**src/verilog/ckr_pkg.sv**
```systemverilog
/*
 * ckr_pkg: constants for the clock output and memory-interface clock select block.
 * Assumes a single 50 MHz system clock and a plain register port.
 */
package ckr_pkg;
    localparam logic [31:0] DEVICE_CONFIG_OFFSET = 32'h019c0200;
    localparam logic [31:0] MEMIF_GLOBAL_CONTROL_OFFSET = 32'h019c0300;
    localparam logic [31:0] GPIO_ENABLE_OFFSET = 32'h019c0400;
    localparam logic [31:0] GPIO_DIRECTION_OFFSET = 32'h019c0404;
    localparam logic [31:0] GPIO_DATA_OFFSET = 32'h019c0408;
    localparam int CLOCK_SOURCE_BIT = 4;
    localparam int FULL_RATE_ENABLE_BIT = 4;
    localparam int HALF_RATE_ENABLE_BIT = 3;
    localparam int GPIO_TWO_BIT = 2;
    localparam logic [31:0] DEVICE_CONFIG_MASK = 32'h00000010;
    localparam logic [31:0] GLOBAL_CONTROL_MASK = 32'h00000018;
    localparam logic [31:0] GPIO_MASK = 32'h00000004;
    localparam logic [31:0] DEVICE_CONFIG_RESET = 32'h00000000;
    localparam logic [31:0] GLOBAL_CONTROL_RESET = 32'h00000018;
    localparam logic [31:0] GPIO_RESET = 32'h00000000;
    localparam logic [31:0] READ_ZERO = 32'h00000000;
endpackage

```
**src/verilog/ckr_sync.sv**
```systemverilog
/*
 * ckr_sync: two flip-flop synchroniser for one level from outside the clock domain.
 * Assumes the input is a slow level; pulses shorter than one clock may be lost.
 */
`timescale 1ns/10ps
module ckr_sync
(
    input wire logic clock,
    input wire logic rst_b,
    input wire logic async_in,
    output logic sync_out
);
    logic meta_q;
    logic meta_d;
    logic sync_q;
    logic sync_d;

    always_comb
    begin
        meta_d = async_in;
        sync_d = meta_q;
    end

    always_ff @(posedge clock or negedge rst_b)
    begin
        if (!rst_b)
        begin
            meta_q <= 1'h0;
            sync_q <= 1'h0;
        end
        else
        begin
            meta_q <= meta_d;
            sync_q <= sync_d;
        end
    end

    assign sync_out = sync_q;
endmodule // ckr_sync

```
**src/verilog/ckr_clock_route.sv**
```systemverilog
/*
 * ckr_clock_route: memory-interface clock source select, full- and half-rate clock
 * outputs, and the half-rate pin shared with gpio line two.
 * Assumes generator clocks arrive from the on-chip clock generator and the
 * register port is driven on the rising edge of clock.
 */
`timescale 1ns/10ps
module ckr_clock_route
(
    input wire logic clock,
    input wire logic rst_b,
    input wire logic [31:0] reg_addr,
    input wire logic [31:0] reg_wdata,
    input wire logic reg_write,
    input wire logic reg_read,
    output logic [31:0] reg_rdata,
    input wire logic core_clock,
    input wire logic generator_clock_b,
    input wire logic generator_clock_c,
    input wire logic external_memory_clock_pin,
    output logic memif_clock,
    output logic full_rate_clock_out,
    input wire logic half_rate_pin_in,
    output logic half_rate_pin_out,
    output logic half_rate_pin_oe_b
);
    // software-visible registers
    logic [31:0] device_config_q;
    logic [31:0] device_config_d;
    logic [31:0] global_ctl_q;
    logic [31:0] global_ctl_d;
    logic [31:0] gpio_en_q;
    logic [31:0] gpio_en_d;
    logic [31:0] gpio_dir_q;
    logic [31:0] gpio_dir_d;
    logic [31:0] gpio_out_q;
    logic [31:0] gpio_out_d;

    // read path
    logic [31:0] rdata_q;
    logic [31:0] rdata_d;

    // pin and mode
    logic pin_sync;
    logic gpio_mode;
    logic clock_source_pin;
    logic full_rate_enable;
    logic half_rate_enable;

    function automatic logic hit(input logic [31:0] addr, input logic [31:0] offset);
        hit = (addr == offset);
    endfunction

    // pin level is asynchronous to clock, resynchronise before software sees it
    ckr_sync u_pin_sync
    (
        .clock(clock),
        .rst_b(rst_b),
        .async_in(half_rate_pin_in),
        .sync_out(pin_sync)
    );

    // reserved bits are masked off so stray writes cannot reach them
    always_comb
    begin
        device_config_d = device_config_q;
        global_ctl_d = global_ctl_q;
        gpio_en_d = gpio_en_q;
        gpio_dir_d = gpio_dir_q;
        gpio_out_d = gpio_out_q;
        if (reg_write)
        begin
            if (hit(reg_addr, ckr_pkg::DEVICE_CONFIG_OFFSET))
                device_config_d = reg_wdata & ckr_pkg::DEVICE_CONFIG_MASK;
            if (hit(reg_addr, ckr_pkg::MEMIF_GLOBAL_CONTROL_OFFSET))
                global_ctl_d = reg_wdata & ckr_pkg::GLOBAL_CONTROL_MASK;
            if (hit(reg_addr, ckr_pkg::GPIO_ENABLE_OFFSET))
                gpio_en_d = reg_wdata & ckr_pkg::GPIO_MASK;
            if (hit(reg_addr, ckr_pkg::GPIO_DIRECTION_OFFSET))
                gpio_dir_d = reg_wdata & ckr_pkg::GPIO_MASK;
            if (hit(reg_addr, ckr_pkg::GPIO_DATA_OFFSET))
                gpio_out_d = reg_wdata & ckr_pkg::GPIO_MASK;
        end
    end

    // gpio data bit reads the pin, not the output latch, so a released pin shows the board
    always_comb
    begin
        rdata_d = ckr_pkg::READ_ZERO;
        if (reg_read)
        begin
            if (hit(reg_addr, ckr_pkg::DEVICE_CONFIG_OFFSET))
                rdata_d = device_config_q;
            else if (hit(reg_addr, ckr_pkg::MEMIF_GLOBAL_CONTROL_OFFSET))
                rdata_d = global_ctl_q;
            else if (hit(reg_addr, ckr_pkg::GPIO_ENABLE_OFFSET))
                rdata_d = gpio_en_q;
            else if (hit(reg_addr, ckr_pkg::GPIO_DIRECTION_OFFSET))
                rdata_d = gpio_dir_q;
            else if (hit(reg_addr, ckr_pkg::GPIO_DATA_OFFSET))
            begin
                rdata_d = gpio_out_q;
                rdata_d[ckr_pkg::GPIO_TWO_BIT] = pin_sync;
            end
        end
    end

    always_ff @(posedge clock or negedge rst_b)
    begin
        if (!rst_b)
        begin
            device_config_q <= ckr_pkg::DEVICE_CONFIG_RESET;
            global_ctl_q <= ckr_pkg::GLOBAL_CONTROL_RESET;
            gpio_en_q <= ckr_pkg::GPIO_RESET;
            gpio_dir_q <= ckr_pkg::GPIO_RESET;
            gpio_out_q <= ckr_pkg::GPIO_RESET;
            rdata_q <= ckr_pkg::READ_ZERO;
        end
        else
        begin
            device_config_q <= device_config_d;
            global_ctl_q <= global_ctl_d;
            gpio_en_q <= gpio_en_d;
            gpio_dir_q <= gpio_dir_d;
            gpio_out_q <= gpio_out_d;
            rdata_q <= rdata_d;
        end
    end

    assign reg_rdata = rdata_q;

    // control bits decoded once, shared by the clock paths and the checks
    assign clock_source_pin = device_config_q[ckr_pkg::CLOCK_SOURCE_BIT];
    assign full_rate_enable = global_ctl_q[ckr_pkg::FULL_RATE_ENABLE_BIT];
    assign half_rate_enable = global_ctl_q[ckr_pkg::HALF_RATE_ENABLE_BIT];
    assign gpio_mode = gpio_en_q[ckr_pkg::GPIO_TWO_BIT];

    // clock paths are pure muxing and gating; a glitch on switch is the user's risk
    assign memif_clock = clock_source_pin ?
        external_memory_clock_pin : generator_clock_c;
    assign full_rate_clock_out = core_clock & full_rate_enable;

    // disabled half-rate clock releases the pin to its pull-down rather than driving low
    always_comb
    begin
        if (gpio_mode)
        begin
            half_rate_pin_out = gpio_out_q[ckr_pkg::GPIO_TWO_BIT];
            half_rate_pin_oe_b = !gpio_dir_q[ckr_pkg::GPIO_TWO_BIT];
        end
        else
        begin
            half_rate_pin_out = generator_clock_b;
            half_rate_pin_oe_b = !half_rate_enable;
        end
    end

    // checks sample at the system clock; the clock paths are combinational so both sides agree
    source_sel_a: assert property (@(posedge clock) disable iff (!rst_b)
        reg_write && hit(reg_addr, ckr_pkg::DEVICE_CONFIG_OFFSET) |=>
        device_config_q[ckr_pkg::CLOCK_SOURCE_BIT] == $past(reg_wdata[ckr_pkg::CLOCK_SOURCE_BIT]))
        else $error("clock source bit did not follow write");

    reserved_zero_a: assert property (@(posedge clock) disable iff (!rst_b)
        (device_config_q & ~ckr_pkg::DEVICE_CONFIG_MASK) == ckr_pkg::READ_ZERO)
        else $error("reserved config bits not zero");

    full_gate_a: assert property (@(posedge clock) disable iff (!rst_b)
        !full_rate_enable |-> !full_rate_clock_out)
        else $error("full-rate clock active while disabled");

    full_clock_a: assert property (@(posedge clock) disable iff (!rst_b)
        full_rate_enable |-> full_rate_clock_out == core_clock)
        else $error("full-rate pin not carrying core clock");

    half_gate_a: assert property (@(posedge clock) disable iff (!rst_b)
        !gpio_mode && !half_rate_enable |-> half_rate_pin_oe_b)
        else $error("half-rate pin driven while disabled");

    half_drive_a: assert property (@(posedge clock) disable iff (!rst_b)
        !gpio_mode && half_rate_enable |-> !half_rate_pin_oe_b)
        else $error("half-rate pin released while enabled");

    half_clock_a: assert property (@(posedge clock) disable iff (!rst_b)
        !gpio_mode |-> half_rate_pin_out == generator_clock_b)
        else $error("half-rate pin not carrying generator clock b");

    gpio_drive_a: assert property (@(posedge clock) disable iff (!rst_b)
        gpio_mode |-> half_rate_pin_oe_b == !gpio_dir_q[ckr_pkg::GPIO_TWO_BIT])
        else $error("gpio direction not honoured");

    gpio_value_a: assert property (@(posedge clock) disable iff (!rst_b)
        gpio_mode |-> half_rate_pin_out == gpio_out_q[ckr_pkg::GPIO_TWO_BIT])
        else $error("gpio output value not on pin");

    read_back_a: assert property (@(posedge clock) disable iff (!rst_b)
        reg_read && hit(reg_addr, ckr_pkg::DEVICE_CONFIG_OFFSET) |=> reg_rdata == $past(device_config_q))
        else $error("config read data wrong");

    gpio_read_a: assert property (@(posedge clock) disable iff (!rst_b)
        reg_read && hit(reg_addr, ckr_pkg::GPIO_DATA_OFFSET) |=> reg_rdata[ckr_pkg::GPIO_TWO_BIT] == $past(pin_sync))
        else $error("gpio data read does not show pin level");

    rdata_idle_a: assert property (@(posedge clock) disable iff (!rst_b)
        !reg_read |=> reg_rdata == ckr_pkg::READ_ZERO)
        else $error("read data held past its cycle");

    mem_clock_a: assert property (@(posedge clock) disable iff (!rst_b)
        !clock_source_pin |-> memif_clock == generator_clock_c)
        else $error("memory clock not from generator");

    mem_pin_a: assert property (@(posedge clock) disable iff (!rst_b)
        clock_source_pin |-> memif_clock == external_memory_clock_pin)
        else $error("memory clock not from external pin");
endmodule // ckr_clock_route

```
**config.mk**
```make
export PLATFORM = sky130hd
export DESIGN_NAME = ckr_clock_route
export DESIGN_NICKNAME = d
export VERILOG_FILES = /design/src/verilog/ckr_pkg.sv /design/src/verilog/ckr_sync.sv /design/src/verilog/ckr_clock_route.sv
export SDC_FILE = /design/constraint.sdc
export NUM_CORES = 1
export LEC_CHECK = 0
export BUFFER_PORTS_ARGS = -buffer_cell sky130_fd_sc_hd__buf_2
export CAP_MARGIN = 15
export CORE_MARGIN = 4
export CORE_UTILIZATION = 37
export CTS_BUF_LIST = sky130_fd_sc_hd__clkbuf_4
export CTS_CLUSTER_SIZE = 25
export DETAILED_ROUTE_END_ITERATION = 6
export GPL_TIMING_DRIVEN = 1
export PLACE_DENSITY = 0.95
export REMOVE_ABC_BUFFERS = 1
export SLEW_MARGIN = 10
export SYNTH_ARGS = -nofsm -noshare
export SYNTH_HDL_FRONTEND = slang
export SYNTH_SLANG_ARGS = --single-unit
```
**constraint.sdc**
```tcl
create_clock -name clock -period 2.35 [get_ports clock]
set_clock_uncertainty 0.05 [all_clocks]
set_input_delay 0.3525 -clock clock [delete_from_list [all_inputs] [get_ports clock]]
set_output_delay 0.3525 -clock clock [all_outputs]
set_load 0.01 [all_outputs]
```
# Word level (Yosys, flattened, before mapping)

Index checks and enable logic that the tools add are counted.
W data, S select, Z words.

Register bits after elaboration: 40
Input bits: 73
Output and inout bits: 36
Logic and storage cells: 30

Equality and inequality tests: 5
Mux-type cells: 9
Bitwise gates (word level): 1
Reduce and logical (&&, ||, !) cells: 7

Operators with widths:

| kind                   | number |
|---|---|
| $eq A32 B25 Y1 const B | 5 |
| $mux W5                | 3 |
| $reduce_and A2 Y1      | 5 |
| $mux W3                | 3 |
| $mux W1                | 3 |
| $logic_not A1 Y1       | 2 |
| $and A1 B1 Y1          | 1 |

# Longest topological paths before layout

Gate-level depths: netlist of the first run.

Depth after elaboration: 7
Mapped depth: 4
Mapped depth without buffers: 4

# By module

A second synthesis of the first run with hierarchy kept.

Cells, all modules: 88
Area total of the unflattened synthesis: 934.6 um2

Modules (own cells, without submodules):

| module          | instances | cells an instance | area each (um2) | seq. area each (um2) |
|---|---|---|---|---|
| ckr_clock_route | 1         | 86                | 884.6           | 227.7 |
| ckr_sync        | 1         | 2                 | 50.0            | 50.0 |

# Least setup slack after synthesis of the first run

Ideal clock, no wire load.

Path kind: input port to flip-flop
From: input port reg_addr[5]
To: register device_config_q[4]
Setup time: 0.125 ns
Data arrival time: 1.485 ns
Required time: 2.175 ns
Setup slack: 0.690 ns
Stages on the path: 4
Path buffers: 0
Cell sequence: nor4b_1 > or2b_1 > nor4_2 > mux2_2

Longest elaborated chain between the ends: 2

RTL lines:

| element                            | line                   | text |
|---|---|---|
| start, declared                    | ckr_clock_route.sv:12  | `input wire logic [31:0] reg_addr,` |
| $eq A32 B25 Y1                     | ckr_clock_route.sv:51  | `hit = (addr == offset);` |
| $reduce_and A2 Y1 (no source line) | -                      |  |
| end signal, assigned               | ckr_clock_route.sv:112 | `device_config_q <= ckr_pkg::DEVICE_CONFIG_RESET;` |
| end signal, assigned               | ckr_clock_route.sv:121 | `device_config_q <= device_config_d;` |
| end, declared                      | ckr_clock_route.sv:28  | `logic [31:0] device_config_q;` |

No other way between the ends.
A chain may end at the register's enable or synchronous reset.

# Worst setup path after layout of the first run

From: input port reg_addr[5]
To: register gpio_out_q[2]

Longest elaborated chain between the ends: 2

RTL lines:

| element                            | line                   | text |
|---|---|---|
| $eq A32 B25 Y1                     | ckr_clock_route.sv:51  |  |
| $reduce_and A2 Y1 (no source line) | -                      |  |
| end signal, assigned               | ckr_clock_route.sv:116 | `gpio_out_q <= ckr_pkg::GPIO_RESET;` |
| end signal, assigned               | ckr_clock_route.sv:125 | `gpio_out_q <= gpio_out_d;` |
| end, declared                      | ckr_clock_route.sv:36  | `logic [31:0] gpio_out_q;` |

No other way between the ends.

==> flow_metrics.tcl, run 1 <==
set metrics [dict create \
    crit_start "reg_addr[5]" \
    dp_slack_ps 337 \
    avgSynthCellArea_um2 10.8 \
    crit_fanout 3 \
    relSlewSlack 0.646 \
    finalHoldViolations 0 \
    synth_cell_types 30 \
    synth-async-reset-ratio 1.00 \
    postCtsSetupBuffers 0 \
    antenna_found_initial 0 \
    synthTopCellsByCount "buf_4, dfrtp_1, mux2_1, nor4_1, nor4_4" \
    nets 215 \
    critPathArrivalTime_ps 1820 \
    drv_slew 0 \
    dr.pass1.iters 4 \
    hp-class "in -> reg" \
    htreeDepth 1 \
    die_h_um 58.4 \
    io_buffers 50 \
    worstMarginPinSlew_ps 524 \
    yosys.area.top_type_share 0.239 \
    r2r_end "reg_rdata[2]$_DFF_PN0_" \
    synth_top_family_by_area "simple AND/OR/NAND/NOR gates" \
    crit-reg2reg-launch "gpio_dir_q[2]$_DFFE_PN0P_" \
    synth_mux_area_frac 0.117 \
    grt_use_total 0.107 \
    end_kind "register" \
    pin_count 109 \
    p_per_area_mw_per_mm2 364 \
    cts_tree "yes" \
    finalSetupTns_ps 0 \
    wl_per_cell_um 10.7 \
    reg2reg_slack_ps 1280 \
    initial_utilization 0.383 \
    synthAdderAreaFrac 0 \
    grt_overflow 0 \
    drt-initial-drc-count 6 \
    rows 18 \
    root_buffer "clkbuf_4" \
    setup-violations-final 0 \
    antenna_cells 0 \
    num_vias 747 \
    cts.sinks 11 \
    grt_pass1_wl_um 2800 \
    ys_warn_count 0 \
    drive_gt1_frac 0.489 \
    cts_made_buffers 3 \
    yosysSeqAreaShare 0.295 \
    reg2reg_depth 4 \
    synth_compound_gate_area_share 0.0213 \
    critical_path.startpoint_type "primary input" \
    grt_start_max_net_pins 12 \
    maxCapViolCount 0 \
    crit_end "gpio_out_q[2]$_DFFE_PN0P_" \
    outcome "finished clean" \
    period_share 0.736 \
    synth_flop_cell "dfrtp_1" \
    fmax_mhz 578 \
    synthSimpleGateAreaFrac 0.323 \
    clockBufferDepth 2 \
    crit_required_ps 2440 \
    p_leak_nw 0.600 \
    synthXorXnorAreaFrac 0 \
    rsz0062_at_grt "false" \
    grt_pass1_vias 703 \
    ys_ff_latch 11 \
    syn-cell-area_um2 941 \
    path_class "in -> reg" \
    yosys.area.top_type "dfrtp_1" \
    synthCells 87 \
    drc 0 \
    viasPerCell 4.37 \
    core_area_mm2 0.00245 \
    ant_nets 0 \
    worst_slack_ps 621 \
    die-area_mm2 0.00341 \
    dpl.hpwl_um 1650 \
    max-vdd-ir-drop_mv 0.411 \
    area_growth_pct 22.9 \
    period_needed_ps 1730 \
    synth_edf_count 0 \
    clk_latency_ps 260 \
    clk_pin_slew_ps 60 \
    synthTopCellsByArea "dfrtp_1, buf_4, nor4_4, mux2_1, dfstp_2" \
    wl_um 1840 \
    gp_congestion 0.790 \
    yosysMostFrequentCell "buf_4" \
    die_w_um 58.4 \
]
## layout by cell type (no fill, tap or decap), drive strengths merged
cell type,synthesis,final
nor3,1,1
nor4b,2,2
inv,2,2
or2b,1,1
nand3,1,1
and4bb,1,1
or2,1,1
nor4,10,10
nand2b,2,2
nand4,3,3
nor3b,1,1
o21ai,1,1
a31oi,1,1
and2,1,1
buf,29,50
clkbuf,0,4
dlygate4sd3,0,1
nor2,2,2
nand2,3,3
conb,1,29
mux2i,2,2
nor2b,1,1
mux2,8,8
dfrtp,9,9
dfstp,2,2
and3,1,1
a221oi,1,1
## how the worst min path moves through the flow
| stage | startpoint | end | slack, ps | cells past startpoint |
|---|---|---|---|---|
| after global routing | half_rate_pin_in | u_pin_sync.meta_q$_DFF_PN0_ | 130 | 1 |
| after detailed placement | rst_b | reg_rdata[3]$_DFF_PN0_ | 180 | 1 |
| after floorplan | rst_b | device_config_q[4]$_DFFE_PN0P_ | 7 | 0 |
| final | half_rate_pin_in | u_pin_sync.meta_q$_DFF_PN0_ | 150 | 1 |
| after global placement | rst_b | reg_rdata[2]$_DFF_PN0_ | 180 | 1 |
| after CTS | half_rate_pin_in | u_pin_sync.meta_q$_DFF_PN0_ | 140 | 1 |
## stage by stage
stage               utilization  instances  total power, mW  cell area [µm²]  hold WS (ps)
detailed placement        0.455        166            0.288             1120           177
global route              0.471        171            0.453             1160           129
finish                    0.471        171            0.420             1160           146
CTS                       0.471        171            0.426             1160           137
global placement          0.455        166            0.285             1120           175
floorplan                     -         86            0.234              828          6.91
## state kept, by name, summed over array words and instances, names as in the netlist
signal / count
device_config_q: 1
gpio_dir_q: 1
u_pin_sync.sync_out: 1
gpio_en_q: 1
global_ctl_q: 2
u_pin_sync.meta_q: 1
reg_rdata: 3
gpio_out_q: 1
## per-layer routing
layer	vias up	share of wire	global-route usage	routed length [µm]
li1	363	-	-	-
met1	353	0.32	0.0984	589
met2	31	0.58	0.214	1060
met3	0	0.10	0.0548	183
met4	0	0	0.00993	0
met5	-	0	0	0
## cell families (layout without fill, tap and decap cells)
| family | Yosys count | count (layout) |
|---|---|---|
| AOI/OAI and AO/OA | 3 | 3 |
| buffers and inverters | 31 | 57 |
| DFF | 11 | 11 |
| muxes | 10 | 10 |
| other | 1 | 29 |
| and+or+nand+nor | 31 | 31 |
## critical path: stages
cell and delay [ps]:
buf_2 100, nor4b_1 510, nand2_1 190, nor4_1 320, mux2_1 350
## where the power goes
group          internal [mW]  switching, mW
registers              0.191       0.000447
clock network         0.0771         0.0568
logic                 0.0390         0.0560
## repair_timing
item                                   in CTS  in global routing
endpoints found under the hold margin       9                  0
hold buffers                                1                  0
resized for setup                           0                  0
## cell type report
class / count / area [µm²]
fillers: 258 / 1300
multi-input cells: 73 / 543
flip-flops and latches: 11 / 278
repair buffers: 51 / 260
well taps: 30 / 37.5
clock buffers: 4 / 30.0
inverters: 2 / 7.51
Power figures use the tool's default switching activity.
==> inputs of run 2 (changes only) <==
--- a/config.mk
+++ b/config.mk
@@ -8,12 +8,12 @@
 export BUFFER_PORTS_ARGS = -buffer_cell sky130_fd_sc_hd__buf_2
 export CAP_MARGIN = 15
 export CORE_MARGIN = 4
-export CORE_UTILIZATION = 37
+export CORE_UTILIZATION = 34
 export CTS_BUF_LIST = sky130_fd_sc_hd__clkbuf_4
 export CTS_CLUSTER_SIZE = 25
 export DETAILED_ROUTE_END_ITERATION = 6
 export GPL_TIMING_DRIVEN = 1
-export PLACE_DENSITY = 0.95
+export PLACE_DENSITY = 0.92
 export REMOVE_ABC_BUFFERS = 1
 export SLEW_MARGIN = 10
 export SYNTH_ARGS = -nofsm -noshare
==> constraint.sdc (replaced) <==
create_clock -name clock -period 1.8 [get_ports clock]
set_clock_uncertainty 0.05 [all_clocks]
set_input_delay 0.27 -clock clock [delete_from_list [all_inputs] [get_ports clock]]
set_output_delay 0.27 -clock clock [all_outputs]
set_load 0.01 [all_outputs]
==> flow_metrics.tcl, run 2 (same netlist as run 1, synthesis figures left out) <==
set metrics [dict create \
    wl_per_cell_um 11.0 \
    multi_input_area_um2 543 \
    final_common_cell "buf_2" \
    die-area_mm2 0.00367 \
    dr.pass1.iters 2 \
    cts_made_buffers 3 \
    die_h_um 60.6 \
    viasPerCell 4.37 \
    reg2reg_slack_ps 700 \
    grt_pass1_wl_um 2910 \
    path_class "in -> reg" \
    initial_utilization 0.366 \
    nets 219 \
    grt_start_max_net_pins 12 \
    cts.sinks 11 \
    htreeDepth 1 \
    period_share 0.867 \
    postCtsSetupBuffers 0 \
    period_needed_ps 1560 \
    path_depth 5 \
    rows 18 \
    rsz0062_at_grt "false" \
    finalSetupTns_ps 0 \
    max-vdd-ir-drop_mv 0.472 \
    grt_overflow 0 \
    seqCellArea_um2 278 \
    reg2reg_depth 4 \
    drive_gt1_frac 0.503 \
    drv_slew 0 \
    num_vias 764 \
    path_buf_inv 1 \
    r2r_end "reg_rdata[2]$_DFF_PN0_" \
    ctsResizeCount 0 \
    finalHoldViolations 0 \
    finalPower_mw 0.555 \
    cpPeakStageDelay_ps 390 \
    core_area_mm2 0.00257 \
    antenna_found_initial 0 \
    drt-initial-drc-count 1 \
    fillers 266 \
    most-common-layout-cells "buf_2, conb_1, dfrtp_1" \
    slowest_stage "nor4_1" \
    path_cells "buf_2 -> nor4_4 -> nand4_4 -> nor4_1 -> mux2_1" \
    grt_pass1_vias 699 \
    crit_fanout 6 \
    crit_start "reg_addr[29]" \
    grt_use_total 0.107 \
    area_growth_pct 26.1 \
    p_leak_nw 0.619 \
    clockBufferDepth 2 \
    hold_slack_ps 61.6 \
    crit_required_ps 1900 \
    p_per_area_mw_per_mm2 468 \
    root_buffer "clkbuf_4" \
    setup-violations-final 0 \
    hp-class "in -> reg" \
    ant_nets 0 \
    cts_tree "yes" \
    crit_family "simple AND/OR/NAND/NOR gates" \
    maxCapViolCount 0 \
    crit-reg2reg-launch "gpio_dir_q[2]$_DFFE_PN0P_" \
    critPathArrivalTime_ps 1660 \
    outcome "finished clean" \
    drc 0 \
    clk_pin_slew_ps 60 \
    critical_path.startpoint_type "primary input" \
    antenna_cells 0 \
    largest_register_ff_count 3 \
    die_w_um 60.6 \
    io_buffers 50 \
    end_kind "register" \
    postLayoutCoreUtil 0.462 \
    wl_um 1920 \
    pin_count 109 \
    gp_congestion 0.815 \
    holdBufCountCts 1 \
    fmax_mhz 641 \
    crit_end "gpio_out_q[2]$_DFFE_PN0P_" \
    clk_latency_ps 260 \
]
run 2: cell count changes in the layout (fill, tap and decap cells not counted):
cell   previous run  this run
buf_4             0         4
run 2: final cells by class:
class | instances | share of cell area
repair buffers | 55 | 0.245
well taps | 30 | 0.0316
multi-input cells | 73 | 0.458
clock buffers | 4 | 0.0253
flip-flops and latches | 11 | 0.234
inverters | 2 | 0.00633
run 2: layer usage:
layer  wire [µm]  track usage  share of wire  vias up
met3         245       0.0447           0.13        4
met2         994        0.194           0.52       47
met1         645        0.113           0.34      342
li1            -            -              -      371
met5           0            0              0        -
met4          32       0.0279          0.017        0
run 2: power by group:
part	internal (mW)	leakage [nW]	total (mW)	switching, mW
Clock	0.101	0.0184	0.178	0.0768
Sequential	0.250	0.142	0.250	0.000512
Combinational	0.0530	0.459	0.127	0.0745
run 2: worst min path at each step:
stage	start	endpoint	slack, ps	depth (start not counted)
6_report	half_rate_pin_in	u_pin_sync.meta_q$_DFF_PN0_	60	1
5_1_grt	half_rate_pin_in	u_pin_sync.meta_q$_DFF_PN0_	40	1
3_5_place_dp	rst_b	reg_rdata[3]$_DFF_PN0_	100	1
4_1_cts	half_rate_pin_in	u_pin_sync.meta_q$_DFF_PN0_	50	1
3_3_place_gp	rst_b	reg_rdata[2]$_DFF_PN0_	90	1
2_1_floorplan	rst_b	device_config_q[4]$_DFFE_PN0P_	-80	0
run 2: through the flow:
step	instance area, µm²	worst slack, ps	std cells
detailed placement	1150	-42.0	170
floorplan	828	223	86
CTS	1190	246	175
global route	1190	174	175
finish	1190	239	175
global placement	1150	-30.1	170
